[config.mk]
export PLATFORM = sky130hd
export DESIGN_NAME = epc_cycle_engine
export DESIGN_NICKNAME = d
export VERILOG_FILES = /design/src/epc_pkg.sv /design/src/epc_sync.sv /design/src/epc_timer.sv /design/src/epc_cycle_engine.sv
export SDC_FILE = /design/constraint.sdc
export NUM_CORES = 1
export LEC_CHECK = 0
export BUFFER_PORTS_ARGS = -buffer_cell sky130_fd_sc_hd__buf_2
export CORE_MARGIN = 8
export CORE_UTILIZATION = 54
export CTS_BUF_LIST = sky130_fd_sc_hd__clkbuf_2
export CTS_CLUSTER_SIZE = 20
export DETAILED_ROUTE_END_ITERATION = 12
export GPL_TIMING_DRIVEN = 0
export PLACE_DENSITY_LB_ADDON = 0.25
export SYNTH_ARGS = -nofsm -noshare
export SYNTH_HDL_FRONTEND = slang
export SYNTH_SLANG_ARGS = --single-unit
[constraint.sdc]
create_clock -name pclk -period 2.3 [get_ports pclk]
set_input_delay 0.46 -clock pclk [delete_from_list [all_inputs] [get_ports pclk]]
set_output_delay 0.46 -clock pclk [all_outputs]
set_load 0.05 [all_outputs]
[src/epc_pkg.sv]
// Constants shared by the enhanced parallel port cycle engine.
// Assumes a 200 MHz APB clock; offsets are byte addresses.
package epc_pkg;

  // ==========================================================
  // Register map
  localparam logic [7:0] EPC_DATA_OFS = 8'h00;
  localparam logic [7:0] EPC_STATUS_OFS = 8'h04;
  localparam logic [7:0] EPC_CTRL_OFS = 8'h08;
  localparam logic [7:0] EPC_EADDR_OFS = 8'h0C;
  localparam logic [7:0] EPC_EDATA_OFS = 8'h10;

  // ==========================================================
  // Control fields
  localparam int EPC_CTRL_STROBE = 0;
  localparam int EPC_CTRL_AUTOFD = 1;
  localparam int EPC_CTRL_INIT = 2;
  localparam int EPC_CTRL_SELIN = 3;
  localparam int EPC_CTRL_DIR = 5;
  localparam logic [7:0] EPC_CTRL_RST = 8'h24;
  localparam logic [7:0] EPC_CTRL_MASK = 8'h2F;
  localparam logic [7:0] EPC_DATA_RST = 8'h00;

  // ==========================================================
  // Status fields
  localparam int EPC_ST_TMO = 0;
  localparam int EPC_ST_IRQ_EDGE = 1;
  localparam int EPC_ST_HOLD = 2;
  localparam int EPC_ST_BUSY = 3;
  localparam int EPC_ST_IRQ = 4;

  // ==========================================================
  // Timing
  localparam int EPC_CLK_PERIOD_PS = 5000;
  localparam int EPC_TIMEOUT_PS = 10000000;
  localparam int EPC_TMO_CYC = EPC_TIMEOUT_PS / EPC_CLK_PERIOD_PS;
  localparam int EPC_TMO_W = 12;

  // ==========================================================
  // Cycle state machine
  typedef enum logic [3:0] {
    EPC_IDLE = 4'b0001,
    EPC_SETUP = 4'b0010,
    EPC_HOLD = 4'b0100,
    EPC_DONE = 4'b1000
  } epc_state_t;

endpackage

[src/epc_sync.sv]
// Two flip-flop synchroniser for pins from outside the clock domain.
// Assumes a constant reset value per bit.
module epc_sync #(
  parameter int W = 1,
  parameter logic [W-1:0] RST = '0
) (
  input wire logic clk,
  input wire logic rst_n,
  input wire logic en,
  input wire logic [W-1:0] d,
  output logic [W-1:0] q
);

  logic [W-1:0] meta_q;
  logic [W-1:0] meta_d;
  logic [W-1:0] q_d;

  always_comb begin
    meta_d = en ? d : meta_q;
    q_d = en ? meta_q : q;
  end

  always_ff @(posedge clk or negedge rst_n) begin
    if (!rst_n) begin
      meta_q <= RST;
      q <= RST;
    end else begin
      meta_q <= meta_d;
      q <= q_d;
    end
  end

endmodule

[src/epc_timer.sv]
// Watchdog for one port cycle: counts while run is high, clears
// when it drops, flags expiry after the programmed number of cycles.
module epc_timer
  import epc_pkg::*;
(
  input wire logic clk,
  input wire logic rst_n,
  input wire logic en,
  input wire logic run,
  output logic expired
);

  logic [EPC_TMO_W-1:0] cnt_q;
  logic [EPC_TMO_W-1:0] cnt_d;
  localparam logic [EPC_TMO_W-1:0] LIMIT = EPC_TMO_W'(EPC_TMO_CYC);

  always_comb begin
    cnt_d = cnt_q;
    if (en) begin
      if (!run)
        cnt_d = '0;
      else if (cnt_q != LIMIT)
        cnt_d = cnt_q + 1'b1;
    end
  end

  always_ff @(posedge clk or negedge rst_n) begin
    if (!rst_n)
      cnt_q <= '0;
    else
      cnt_q <= cnt_d;
  end

  assign expired = (cnt_q == LIMIT);

endmodule

[src/epc_cycle_engine.sv]
// Enhanced parallel port cycle engine with APB register access.
// Assumes peripheral pins arrive asynchronously; the port bus wire
// is resolved outside from port_data_out and port_data_oe.
//
// Behaviour
// - Write cycle waits while peripheral hold is low, ends once high.
// - Read cycle waits while peripheral hold is low, ends once high.
// - Write puts byte on bus first, then asserts the chosen strobe.
// - Write ends with ready, strobe release, byte kept on bus.
// - Read asserts strobe with drivers off and write indication valid.
// - Cycle waits until peripheral releases hold or timeout, first wins.
// - Read ends with ready returned and strobe released.
// - Peripheral interrupt is active high, rising edge, passed uninverted.
// - Active-low peripheral init output returns peripheral to start mode.
// - Address strobe only for address cycles, data strobe for data.
// - Write indication low only for write operations.
// - Only control strobe bit may override write indication in cycles.
// - Standard and enhanced modes share one data register.
// - Cycle over ten microseconds aborts and sets status bit zero.
// - Outside cycles, outputs follow the standard control register.
module epc_cycle_engine
  import epc_pkg::*;
(
  input wire logic pclk,
  input wire logic presetn,
  input wire logic pclken,
  input wire logic psel,
  input wire logic penable,
  input wire logic pwrite,
  input wire logic [7:0] paddr,
  input wire logic [31:0] pwdata,
  output logic [31:0] prdata,
  output logic pready,
  output logic pslverr,
  input wire logic [7:0] port_data_in,
  output logic [7:0] port_data_out,
  output logic port_data_oe,
  input wire logic peripheral_hold_n,
  input wire logic peripheral_interrupt_in,
  output logic peripheral_interrupt,
  output logic data_strobe_n,
  output logic addr_strobe_n,
  output logic write_indication_n,
  output logic peripheral_init_n
);

  // ==========================================================
  // Pin synchronisers
  logic [7:0] bus_s;
  logic hold_s;
  logic irq_s;

  epc_sync #(.W(10), .RST(10'h0_100)) u_sync (
    .clk(pclk),
    .rst_n(presetn),
    .en(pclken),
    .d({peripheral_interrupt_in, peripheral_hold_n, port_data_in}),
    .q({irq_s, hold_s, bus_s})
  );

  // ==========================================================
  // APB decode
  logic setup_ph;
  logic access_ph;
  logic hit_data, hit_status, hit_ctrl, hit_eaddr, hit_edata;
  logic hit_epp;
  logic mapped;

  always_comb begin
    setup_ph = psel && !penable;
    access_ph = psel && penable;
    hit_data = (paddr == EPC_DATA_OFS);
    hit_status = (paddr == EPC_STATUS_OFS);
    hit_ctrl = (paddr == EPC_CTRL_OFS);
    hit_eaddr = (paddr == EPC_EADDR_OFS);
    hit_edata = (paddr == EPC_EDATA_OFS);
    hit_epp = hit_eaddr || hit_edata;
    mapped = hit_data || hit_status || hit_ctrl || hit_epp;
  end

  // ==========================================================
  // Cycle state
  epc_state_t state_q, state_d;
  logic cyc_addr_q, cyc_addr_d;
  logic cyc_rd_q, cyc_rd_d;
  logic tmo;
  logic in_cycle;
  logic take;
  logic finish;

  epc_timer u_timer (
    .clk(pclk),
    .rst_n(presetn),
    .en(pclken),
    .run(state_q == EPC_SETUP || state_q == EPC_HOLD),
    .expired(tmo)
  );

  // ==========================================================
  // Registers
  logic [7:0] data_q, data_d;
  logic [7:0] ctrl_q, ctrl_d;
  logic tmo_flag_q, tmo_flag_d;
  logic irq_edge_q, irq_edge_d;
  logic irq_prev_q;
  logic [31:0] prdata_q, prdata_d;
  logic [7:0] status;

  assign in_cycle = (state_q != EPC_IDLE);
  assign take = access_ph && hit_epp && (state_q == EPC_IDLE);
  // Hold release or watchdog, whichever comes first
  assign finish = (state_q == EPC_HOLD) && (hold_s || tmo);

  always_comb begin
    status = '0;
    status[EPC_ST_TMO] = tmo_flag_q;
    status[EPC_ST_IRQ_EDGE] = irq_edge_q;
    status[EPC_ST_HOLD] = hold_s;
    status[EPC_ST_BUSY] = in_cycle;
    status[EPC_ST_IRQ] = irq_s;
  end

  always_comb begin
    state_d = state_q;
    cyc_addr_d = cyc_addr_q;
    cyc_rd_d = cyc_rd_q;
    case (state_q)
      EPC_IDLE: begin
        if (take) begin
          state_d = EPC_SETUP;
          cyc_addr_d = hit_eaddr;
          // Direction bit, not pwrite, steers the bus: a write with
          // the bit set runs as a read, with no error.
          cyc_rd_d = ctrl_q[EPC_CTRL_DIR];
        end
      end
      EPC_SETUP: state_d = EPC_HOLD;
      EPC_HOLD: begin
        if (finish)
          state_d = EPC_DONE;
      end
      EPC_DONE: state_d = EPC_IDLE;
      default: state_d = EPC_IDLE;
    endcase
  end

  always_comb begin
    data_d = data_q;
    ctrl_d = ctrl_q;
    tmo_flag_d = tmo_flag_q;
    irq_edge_d = irq_edge_q;
    prdata_d = prdata_q;
    if (access_ph && pwrite && pready) begin
      if (hit_data)
        data_d = pwdata[7:0];
      if (hit_ctrl)
        ctrl_d = pwdata[7:0] & EPC_CTRL_MASK;
      if (hit_status && pwdata[EPC_ST_TMO])
        tmo_flag_d = 1'b0;
      if (hit_status && pwdata[EPC_ST_IRQ_EDGE])
        irq_edge_d = 1'b0;
    end
    // Enhanced write shares the standard data register
    if (take && pwrite && !ctrl_q[EPC_CTRL_DIR])
      data_d = pwdata[7:0];
    if (finish && cyc_rd_q) begin
      data_d = bus_s;
      prdata_d = {24'h00_0000, bus_s};
    end
    if (setup_ph) begin
      prdata_d = '0;
      if (hit_data)
        prdata_d[7:0] = ctrl_q[EPC_CTRL_DIR] ? bus_s : data_q;
      if (hit_ctrl)
        prdata_d[7:0] = ctrl_q;
      if (hit_status)
        prdata_d[7:0] = status;
      if (hit_epp)
        prdata_d[7:0] = data_q;
    end
    // Set wins over a clear in the same cycle
    if (finish && tmo && !hold_s)
      tmo_flag_d = 1'b1;
    if (irq_s && !irq_prev_q)
      irq_edge_d = 1'b1;
  end

  always_ff @(posedge pclk or negedge presetn) begin
    if (!presetn) begin
      state_q <= EPC_IDLE;
      cyc_addr_q <= 1'b0;
      cyc_rd_q <= 1'b1;
      data_q <= EPC_DATA_RST;
      ctrl_q <= EPC_CTRL_RST;
      tmo_flag_q <= 1'b0;
      irq_edge_q <= 1'b0;
      irq_prev_q <= 1'b0;
      prdata_q <= '0;
    end else if (pclken) begin
      state_q <= state_d;
      cyc_addr_q <= cyc_addr_d;
      cyc_rd_q <= cyc_rd_d;
      data_q <= data_d;
      ctrl_q <= ctrl_d;
      tmo_flag_q <= tmo_flag_d;
      irq_edge_q <= irq_edge_d;
      irq_prev_q <= irq_s;
      prdata_q <= prdata_d;
    end
  end

  // ==========================================================
  // Bus answer: enhanced ports wait until the cycle's final state
  always_comb begin
    pready = 1'b1;
    if (hit_epp)
      pready = (state_q == EPC_DONE);
    pslverr = access_ph && !mapped;
  end
  assign prdata = prdata_q;

  // ==========================================================
  // Port pins
  logic strobe_on;
  assign strobe_on = (state_q == EPC_HOLD);

  always_comb begin
    port_data_out = data_q;
    if (in_cycle) begin
      port_data_oe = !cyc_rd_q;
      data_strobe_n = !(strobe_on && !cyc_addr_q);
      addr_strobe_n = !(strobe_on && cyc_addr_q);
    end else begin
      port_data_oe = !ctrl_q[EPC_CTRL_DIR];
      data_strobe_n = !ctrl_q[EPC_CTRL_AUTOFD];
      addr_strobe_n = !ctrl_q[EPC_CTRL_SELIN];
    end
    // Only the control strobe bit may force a write indication
    write_indication_n = ctrl_q[EPC_CTRL_DIR] &&
      !ctrl_q[EPC_CTRL_STROBE];
    peripheral_init_n = ctrl_q[EPC_CTRL_INIT];
    peripheral_interrupt = irq_s;
  end
endmodule

==> flow_summary_export.csv, run 1 <==
group,metric,value,unit
cts,clk_path_buf_depth,2,
cells_and_area,drive_gt1_frac,0.416,
timing,slew_viol_final,0,
timing,slew_headroom,0.482,
yosys,synth-seq-area-share,0.449,
run_status,violations,"hold timing, setup timing",
power_and_ir_drop,pwr-share-seq,0.412,
timing,hold-worst-slack,-0.0183,ns
power_and_ir_drop,irDropWorstVdd,0.528,mV
timing,fmax,0.427,GHz
route,num_vias,2888,
worst_setup_path,r2r_start,"state_q[0]",
worst_setup_path,crit_start,"state_q[0]",
yosys,yosys_warnings,0,
yosys,yosys-top-cells-count,"56 x dfrtp_1, 33 x mux2_2, 24 x buf_4",
worst_setup_path,crit_type,"register to output pin",
yosys,netlist_area,3470,µm²
route,firstDrtPassIters,5,
placed_design,gp_congestion,0.966,
cts,path_clk_slew,0.20,ns
global_routing,grt_pass1_vias,2706,
worst_setup_path,crit_required,1.84,ns
cts,clock-sinks,62,
cells_and_area,nFillCells,519,
power_and_ir_drop,clock_power_share,0.330,
run_status,status,"complete, but fails checks",
route,drt-initial-drc-count,156,
yosys,synth_top_area_frac,0.403,
timing,skew,0.0228,ns
worst_setup_path,path_depth,3,
worst_setup_path,crit_fanout,6,
cts,cts_made_buffers,9,
route,wl,8940,µm
placed_design,hpwl,6340,µm
die,initial_core_util,0.553,
die,coreArea,6280,µm²
timing,grt_setup_unrepaired,"yes",
power_and_ir_drop,power-per-cell-area,721,nW/µm²
hold_path,min_path_type,"primary input to async pin",
placed_design,place_ws,-0.453,ns
worst_setup_path,cp-start-kind,"register",
cts,cts-htree-levels,3,
worst_setup_path,critPathMaxStageDelay,0.62,ns
worst_setup_path,crit_family,"flip-flops",
die,dieArea,9250,µm²
yosys,synth.top_cells.by_area,"dfrtp_1 40%, mux2_2 11%, buf_4 5.2%",
cells_and_area,n_antenna_cell,0,
cells_and_area,final_nets,491,
power_and_ir_drop,switching_share,0.331,
power_and_ir_drop,p_sw,1.03,mW
worst_setup_path,crit_slowest_cell,"dfstp_2",
run,cap_viol_max_count,0,
cells_and_area,fin_util,0.689,
worst_setup_path,rr_worst_depth,6,
route,drc,0,
power_and_ir_drop,intPower,2.09,mW
worst_setup_path,crit_path_end_kind,"output pin",
power_and_ir_drop,p_leak,1.99,nW
global_routing,grt_max_degree,63,
global_routing,grt_usage,0.201,
worst_setup_path,crit_buf_inv,1,
cells_and_area,area_growth,24.5,%
placed_design,portBuffers,53,
die,dieWidth,96.2,µm
worst_setup_path,crit_chain,"nor4b_4 -> mux2i_2 -> buf_6",
worst_setup_path,crit_arrival,1.88,ns
route,vias_per_cell,5.61,
power_and_ir_drop,power,3.12,mW
timing,hold_violations,14,
yosys,ys_types,59,
yosys,synthCells,337,
yosys,yosysMostFrequentCell,"dfrtp_1",
yosys,synth_top_cell_by_area,"dfrtp_1",
timing,setup_viol,2,
power_and_ir_drop,p_comb_frac,0.258,
global_routing,overflow,0,
cts,root_buffer,"clkbuf_2",
yosys,synth_edf_count,0,
cts,cts_tree,"done",
die,io_pins,104,
route,wire_per_inst,17.4,µm
route,drtAntennaViolNets,0,
yosys,synth-async-reset-ratio,1.00,
timing,worst_pin_slew,0.776,ns
yosys,synth-seq-cells,62,
yosys,synthFlopType,"dfrtp_1",
timing,fin_ws,-0.0418,ns
cts,clk_latency,0.53,ns
die,rows,29,
yosys,syn_area_per_cell,10.3,µm²
cts,cts-hold-fix-buffers,0,
timing,period_needed,2.34,ns
global_routing,grt_pass1_wl,14100,µm
timing,fin_crit_sh,1.02,
die,die_h,96.2,µm
global_routing,grt_antenna_before_repair,0,
[state kept, by name, summed over array words and instances (netlist names)]
register,flops
tmo_flag_q,1
cyc_addr_q,1
irq_prev_q,1
prdata,8
u_sync.meta_q,10
ctrl_q,5
irq_edge_q,1
u_timer.cnt_q,12
u_sync.q,10
cyc_rd_q,1
state_q,4
port_data_out,8
[cell type report]
| cell class | count | area, µm² | share of cell area |
|---|---|---|---|
| Multi-Input combinational cell | 246 | 1810 | 0.418 |
| Sequential cell | 62 | 1560 | 0.361 |
| Timing Repair Buffer | 63 | 368 | 0.0851 |
| Buffer | 39 | 254 | 0.0587 |
| Clock inverter | 7 | 146 | 0.0339 |
| Tap cell | 77 | 96.3 | 0.0223 |
| Clock buffer | 9 | 45.0 | 0.0104 |
| Inverter | 12 | 45.0 | 0.0104 |
[path summary, 6_finish.rpt]
| path | to | slack (ns) |
|---|---|---|
| max in group asynchronous | state_q[3] | 1.76 |
| min in group pclk | u_sync.meta_q[8] | 0.15 |
| worst min-delay path | u_timer.cnt_q[9] | -0.02 |
| worst min register to register | prdata[6] | 0.50 |
| worst max-delay path | port_data_oe | -0.04 |
| worst max register to register | port_data_out[2] | 0.04 |
[worst register-to-register path, stage by stage (launching register included)]
cell      delay [ns]
dfstp_2         0.62
buf_4           0.15
or4b_4          0.49
a211oi_2        0.23
o21ai_1         0.12
o21bai_4        0.25
o221a_2         0.31
[metal layers]
metal / GRT usage / part of all wire / vias up
met5: 0 / 0 / -
met4: 0.0922 / 0.019 / 0
met3: 0.0437 / 0.089 / 15
met2: 0.299 / 0.46 / 134
met1: 0.273 / 0.44 / 1385
li1: - / - / 1354
[cell usage in the layout, fill, tap and decap left out, types with 4 or more instances in the layout]
| cell | netlist | final |
|---|---|---|
| or3_1 | 4 | 4 |
| conb_1 | 1 | 24 |
| nand3_1 | 8 | 6 |
| dfrtp_1 | 56 | 54 |
| inv_1 | 11 | 11 |
| nor2_1 | 19 | 19 |
| o221a_2 | 8 | 8 |
| buf_6 | 1 | 5 |
| dfstp_2 | 6 | 6 |
| bufinv_16 | 0 | 4 |
| mux2i_1 | 8 | 7 |
| clkbuf_1 | 11 | 9 |
| or2_2 | 4 | 4 |
| xnor2_1 | 5 | 5 |
| buf_2 | 3 | 50 |
| buf_4 | 24 | 36 |
| a21oi_1 | 7 | 7 |
| nand2b_1 | 11 | 11 |
| nand2_1 | 23 | 22 |
| mux2_2 | 33 | 33 |
| clkbuf_2 | 0 | 9 |
| o31ai_1 | 7 | 7 |
| nor2b_1 | 8 | 6 |
| o21ai_0 | 21 | 20 |
[logic make-up after synthesis]
logic type,Yosys count,synth area share
AND/OR/NAND/NOR,104,0.167
adder cells (fa/ha/maj),2,0.00720
AO/OA/AOI/OAI,66,0.136
buffers and inverters,52,0.0854
other,1,0.00108
flip-flops,62,0.449
XOR/XNOR,8,0.0202
multiplexers,42,0.134
[metrics by stage]
step                      std cells  hold WS, ns  area (µm²)  setup TNS [ns]
after CTS                       510        0.124        4220          -0.249
after global routing            515       0.0214        4320          -0.385
after detailed placement        490        0.471        3930           -3.82
after global placement          490        0.461        3930           -3.43
final                           515      -0.0183        4320         -0.0540
after floorplan                 360        0.164        3570               0
[power by group through the flow]
stage	clock network, mW	logic (mW)	registers, mW
4_1_cts	1.04	0.742	1.29
3_5_place_dp	0	0.694	1.31
5_1_grt	1.09	0.861	1.30
2_1_floorplan	0	0.352	1.47
3_3_place_gp	0	0.682	1.30
6_report	1.03	0.805	1.29
[repair_timing]
item | in CTS | in global routing
pin swaps | 1 | 3
resized for setup | 15 | 18
setup buffers | 5 | 5
setup endpoints to repair | 14 | 18
No activity file was read; power rests on OpenSTA's default activity.
==> inputs of run 2 (changes only) <==
--- a/config.mk
+++ b/config.mk
@@ -5,12 +5,11 @@
 export SDC_FILE = /design/constraint.sdc
 export NUM_CORES = 1
 export LEC_CHECK = 0
-export BUFFER_PORTS_ARGS = -buffer_cell sky130_fd_sc_hd__buf_2
-export CORE_MARGIN = 8
-export CORE_UTILIZATION = 54
+export CORE_UTILIZATION = 60
 export CTS_BUF_LIST = sky130_fd_sc_hd__clkbuf_2
 export CTS_CLUSTER_SIZE = 20
 export DETAILED_ROUTE_END_ITERATION = 12
+export DONT_BUFFER_PORTS = 1
 export GPL_TIMING_DRIVEN = 0
 export PLACE_DENSITY_LB_ADDON = 0.25
 export SYNTH_ARGS = -nofsm -noshare
==> flow_summary_export.csv, run 2 (synthesis results as in run 1) <==
group,metric,value,unit
run_status,status,"complete, but fails checks",
run_status,violations,"setup timing",
power_and_ir_drop,p_leak,1.80,nW
global_routing,grt_antenna_before_repair,0,
cts,cts_tree,"done",
placed_design,hpwl,5720,µm
timing,hold-worst-slack,0.0825,ns
timing,tns,-0.273,ns
route,firstDrtPassIters,4,
hold_path,hp-start,"pwdata[1]",
global_routing,use_met1,0.401,
route,wl,8270,µm
die,die_h,78.1,µm
worst_setup_path,crit_type,"register to output pin",
cts,clk_path_buf_depth,2,
cells_and_area,largest_registers,"u_timer.cnt_q: 12 flops, u_sync.meta_q: 10 flops, u_sync.q: 10 flops",
global_routing,grt_busiest_layer,"met2",
placed_design,placed_cells,432,
timing,fin_ws,-0.104,ns
cts,clock-sinks,62,
die,io_pins,104,
worst_setup_path,crit_path_end_kind,"output pin",
run,cap_viol_max_count,0,
global_routing,use_met3,0.0535,
global_routing,overflow,0,
cells_and_area,fin_util,0.749,
route,drt-initial-drc-count,243,
worst_setup_path,worstReg2RegEnd,"port_data_out[4]",
cells_and_area,area_growth,19.5,%
die,rows,27,
power_and_ir_drop,power-per-cell-area,737,nW/µm²
hold_path,worstHoldPathCells,1,
worst_setup_path,r2r_start,"state_q[0]",
cells_and_area,largest_reg_flops,12,
timing,period_needed,2.40,ns
cells_and_area,final_common_cell,"dfrtp_1",
timing,slew_viol_final,0,
worst_setup_path,crit_chain,"nor4b_4 -> mux2i_4",
placed_design,portBuffers,0,
timing,skew,0.0232,ns
power_and_ir_drop,irDropWorstVdd,0.666,mV
cells_and_area,final_cell_mix,"54 x dfrtp_1, 40 x buf_4, 33 x mux2_2",
route,num_vias,2732,
hold_path,min_to,"ctrl_q[1]",
placed_design,gp_congestion,0.895,
worst_setup_path,rrSetupSlack,0.04,ns
cts,path_clk_slew,0.20,ns
global_routing,grt_pass1_wl,13000,µm
die,coreArea,5540,µm²
cts,clk_latency,0.50,ns
die,dieArea,6100,µm²
power_and_ir_drop,power,3.06,mW
die,dieWidth,78.1,µm
worst_setup_path,rr_worst_depth,6,
timing,fmax,0.416,GHz
timing,grt_setup_unrepaired,"yes",
global_routing,grt_usage,0.282,
route,wire_per_inst,17.8,µm
worst_setup_path,crit_buf_inv,0,
worst_setup_path,crit_required,1.84,ns
cells_and_area,drive_gt1_frac,0.351,
cts,root_buffer,"clkbuf_2",
die,initial_core_util,0.627,
cts,cts_made_buffers,9,
route,drtAntennaViolNets,0,
global_routing,grt_max_degree,63,
worst_setup_path,crit_family,"flip-flops",
route,drc,0,
timing,setup_viol,3,
global_routing,grt_util_met2,0.418,
hold_path,min_path_type,"primary input to register",
timing,slew_headroom,0.465,
timing,fin_crit_sh,1.05,
worst_setup_path,crit_arrival,1.94,ns
route,vias_per_cell,5.88,
cells_and_area,n_antenna_cell,0,
worst_setup_path,cp-start-kind,"register",
timing,hold_violations,0,
worst_setup_path,crit_slowest_cell,"dfrtp_2",
cells_and_area,regMostFlops,"u_timer.cnt_q",
timing,worst_pin_slew,0.799,ns
cells_and_area,instances_no_fill,465,
cells_and_area,final_nets,446,
worst_setup_path,crit_fanout,7,
worst_setup_path,critPathMaxStageDelay,0.53,ns
global_routing,grt_pass1_vias,2518,
cts,cts-htree-levels,3,
[run 2: cell count changes in the layout (fill, tap and decap cells not counted), moves of 2 or more]
cell,delta
buf_4,+4
clkinv_4,-2
buf_6,-2
buf_2,-49
[run 2: layout make-up]
class | count | area, µm²
Fill cell | 399 | 1390
Timing Repair Buffer | 18 | 158
Sequential cell | 62 | 1560
Buffer | 39 | 264
Clock inverter | 7 | 145
Multi-Input combinational cell | 246 | 1840
Clock buffer | 9 | 45.0
Inverter | 12 | 45.0
Tap cell | 72 | 90.1
[run 2: where the power goes]
part           total [mW]  leakage [nW]  switching (mW)  internal [mW]
Sequential           1.47         0.775           0.271           1.20
Combinational       0.568         0.925           0.308          0.260
Clock                1.02         0.103           0.436          0.583
Total                3.06          1.80            1.01           2.04
[run 2: worst max-delay path by stage]
| stage | from | end | slack (ns) | cells after the start |
|---|---|---|---|---|
| 2_1_floorplan | ctrl_q[5] | write_indication_n | 0.07 | 3 |
| 3_3_place_gp | pclken | port_data_out[1] | -0.39 | 6 |
| 3_5_place_dp | pclken | port_data_out[0] | -0.44 | 6 |
| 4_1_cts | state_q[0] | port_data_oe | -0.11 | 2 |
| 5_1_grt | state_q[1] | port_data_oe | -0.19 | 2 |
| 6_report | state_q[1] | port_data_oe | -0.10 | 2 |
[run 2: worst reg2reg max path, stage by stage (launching register included)]
cell	delay (ns)
dfstp_2	0.60
buf_4	0.12
or4b_1	0.49
a211oi_1	0.26
o21ai_1	0.13
o21bai_4	0.26
o221a_2	0.31
[run 2: through the flow]
stage	worst slack, ns	area (µm²)
2_1_floorplan	0.0704	3570
4_1_cts	-0.108	4020
3_5_place_dp	-0.444	3660
5_1_grt	-0.187	4150
3_3_place_gp	-0.392	3660
6_report	-0.104	4150
[run 2: what timing repair did]
action | 4_1_cts | 5_1_grt
endpoints found under the setup margin | 15 | 15
hold buffers | 2 | 0
hold endpoints to repair | 62 | 0
pin swaps | 2 | 6
setup buffers | 5 | 11
gates resized for setup | 21 | 14
[run 2: per-layer routing]
metal  wire length (µm)  part of all wire
met1               3510              0.42
met2               3830              0.46
met3                749             0.091
met4                182             0.022
met5                  0                 0
==> inputs of run 3 (changes only) <==
--- a/config.mk
+++ b/config.mk
@@ -5,13 +5,14 @@
 export SDC_FILE = /design/constraint.sdc
 export NUM_CORES = 1
 export LEC_CHECK = 0
-export CORE_UTILIZATION = 60
+export BUFFER_PORTS_ARGS = -buffer_cell sky130_fd_sc_hd__buf_2
+export CORE_UTILIZATION = 54
 export CTS_BUF_LIST = sky130_fd_sc_hd__clkbuf_2
 export CTS_CLUSTER_SIZE = 20
 export DETAILED_ROUTE_END_ITERATION = 12
-export DONT_BUFFER_PORTS = 1
 export GPL_TIMING_DRIVEN = 0
 export PLACE_DENSITY_LB_ADDON = 0.25
+export SKIP_CTS_REPAIR_TIMING = 1
 export SYNTH_ARGS = -nofsm -noshare
 export SYNTH_HDL_FRONTEND = slang
 export SYNTH_SLANG_ARGS = --single-unit
==> flow_summary_export.csv, run 3 (synthesis results as in run 1) <==
group,metric,value,unit
run_status,status,"complete, but fails checks",
run_status,violations,"setup timing",
cells_and_area,n_antenna_cell,0,
route,wl,8160,µm
power_and_ir_drop,irDropWorstVdd,0.453,mV
cells_and_area,regMostFlops,"u_timer.cnt_q",
route,drt-initial-drc-count,298,
global_routing,grt_usage,0.249,
worst_setup_path,crit_fanout,6,
cells_and_area,area_growth,22.4,%
timing,grt_setup_unrepaired,"yes",
worst_setup_path,crit_arrival,1.90,ns
placed_design,gp_congestion,0.934,
timing,tns,-0.0606,ns
die,coreArea,6060,µm²
route,num_vias,2911,
cts,clk_latency,0.50,ns
global_routing,grt_pass1_vias,2487,
worst_setup_path,crit_required,1.84,ns
die,dieWidth,82.2,µm
global_routing,grt_pass1_wl,12300,µm
worst_setup_path,rr_worst_depth,6,
worst_setup_path,crit_slowest_cell,"dfstp_2",
run,cap_viol_max_count,0,
global_routing,overflow,0,
global_routing,grt_antenna_before_repair,0,
die,io_pins,104,
power_and_ir_drop,p_leak,1.95,nW
hold_path,min_path_type,"primary input to async pin",
cells_and_area,fin_util,0.701,
power_and_ir_drop,power-per-cell-area,673,nW/µm²
global_routing,grt_max_degree,63,
route,drc,0,
die,die_h,82.2,µm
cts,root_buffer,"clkbuf_2",
timing,fin_crit_sh,1.03,
worst_setup_path,critPathMaxStageDelay,0.62,ns
timing,worst_pin_slew,0.764,ns
cts,path_clk_slew,0.19,ns
cells_and_area,final_cell_mix,"54 x dfrtp_1, 50 x buf_2, 35 x buf_4",
worst_setup_path,crit_path_end_kind,"output pin",
timing,skew,0.0210,ns
cts,cts-htree-levels,3,
route,drtAntennaViolNets,0,
timing,setup_viol,1,
timing,slew_headroom,0.491,
cells_and_area,final_nets,491,
worst_setup_path,r2r_start,"state_q[0]",
placed_design,portBuffers,53,
die,dieArea,6760,µm²
worst_setup_path,rrSetupSlack,0.02,ns
cells_and_area,largest_registers,"u_timer.cnt_q: 12 flops, u_sync.meta_q: 10 flops, u_sync.q: 10 flops",
timing,fmax,0.424,GHz
cts,clock-sinks,62,
cts,cts_tree,"done",
cells_and_area,multi_input_area,1800,µm²
die,initial_core_util,0.573,
timing,fin_ws,-0.0606,ns
die,rows,28,
cells_and_area,layout.area.seq,1560,µm²
route,vias_per_cell,5.67,
cells_and_area,largest_reg_flops,12,
route,firstDrtPassIters,5,
timing,hold_violations,0,
cells_and_area,final_common_cell,"dfrtp_1",
timing,slew_viol_final,0,
cells_and_area,nFillCells,497,
cts,clk_path_buf_depth,2,
cells_and_area,drive_gt1_frac,0.406,
route,wire_per_inst,15.9,µm
timing,period_needed,2.36,ns
cts,cts_made_buffers,9,
worst_setup_path,crit_type,"register to output pin",
worst_setup_path,worstReg2RegEnd,"port_data_out[2]",
worst_setup_path,crit_chain,"nor4b_4 -> mux2i_2 -> buf_6",
worst_setup_path,cp-start-kind,"register",
placed_design,hpwl,5670,µm
==> run 3: stage by stage <==
| step | power [mW] | std cells | area, µm² | setup WS, ns | hold WS, ns |
|---|---|---|---|---|---|
| after floorplan | 1.82 | 360 | 3570 | 0.0704 | 0.164 |
| after global placement | 1.98 | 488 | 3930 | -0.499 | 0.461 |
| after detailed placement | 2.00 | 488 | 3930 | -0.518 | 0.468 |
| after CTS | 2.76 | 504 | 4060 | -0.628 | 0.152 |
| after global routing | 2.97 | 513 | 4250 | -0.140 | 0.0437 |
| final | 2.86 | 513 | 4250 | -0.0606 | 0.0132 |
==> run 3: cell type report <==
cell class,count,area share
multi-input combinational,246,0.423
sequential,62,0.367
timing repair buffer,63,0.0848
buffer,39,0.0606
tap,75,0.0221
clock inverter,7,0.0209
clock buffer,9,0.0106
inverter,12,0.0106
==> run 3: routing by layer <==
layer | vias to the layer above | routed length [µm] | track usage
met4 | 0 | 163 | 0.133
li1 | 1349 | - | -
met5 | - | 0 | 0
met3 | 17 | 539 | 0.0407
met2 | 146 | 3650 | 0.351
met1 | 1399 | 3820 | 0.363
==> run 3: worst max-delay path: cells and delay by family, from the launching register on <==
kind	cells	cell delay, ns
flip-flops	1	0.62
AND/OR/NAND/NOR	1	0.32
multiplexers	1	0.28
buffers and inverters	1	0.19
==> run 3: worst max path at each step <==
| stage | startpoint | to | slack [ns] | cells past startpoint |
|---|---|---|---|---|
| final | state_q[0] | port_data_oe | -0.06 | 3 |
| after global routing | state_q[0] | port_data_oe | -0.14 | 3 |
| after CTS | state_q[0] | port_data_oe | -0.63 | 3 |
| after detailed placement | state_q[1] | port_data_out[6] | -0.52 | 6 |
| after global placement | u_timer.cnt_q[0] | port_data_out[1] | -0.50 | 8 |
| after floorplan | ctrl_q[5] | write_indication_n | 0.07 | 3 |
==> run 3: power breakdown <==
| part | internal (mW) | leakage, nW | switching, mW |
|---|---|---|---|
| sequential | 1.20 | 0.775 | 0.0862 |
| combinational | 0.299 | 1.10 | 0.499 |
| clock | 0.352 | 0.0770 | 0.423 |
| total | 1.85 | 1.95 | 1.01 |
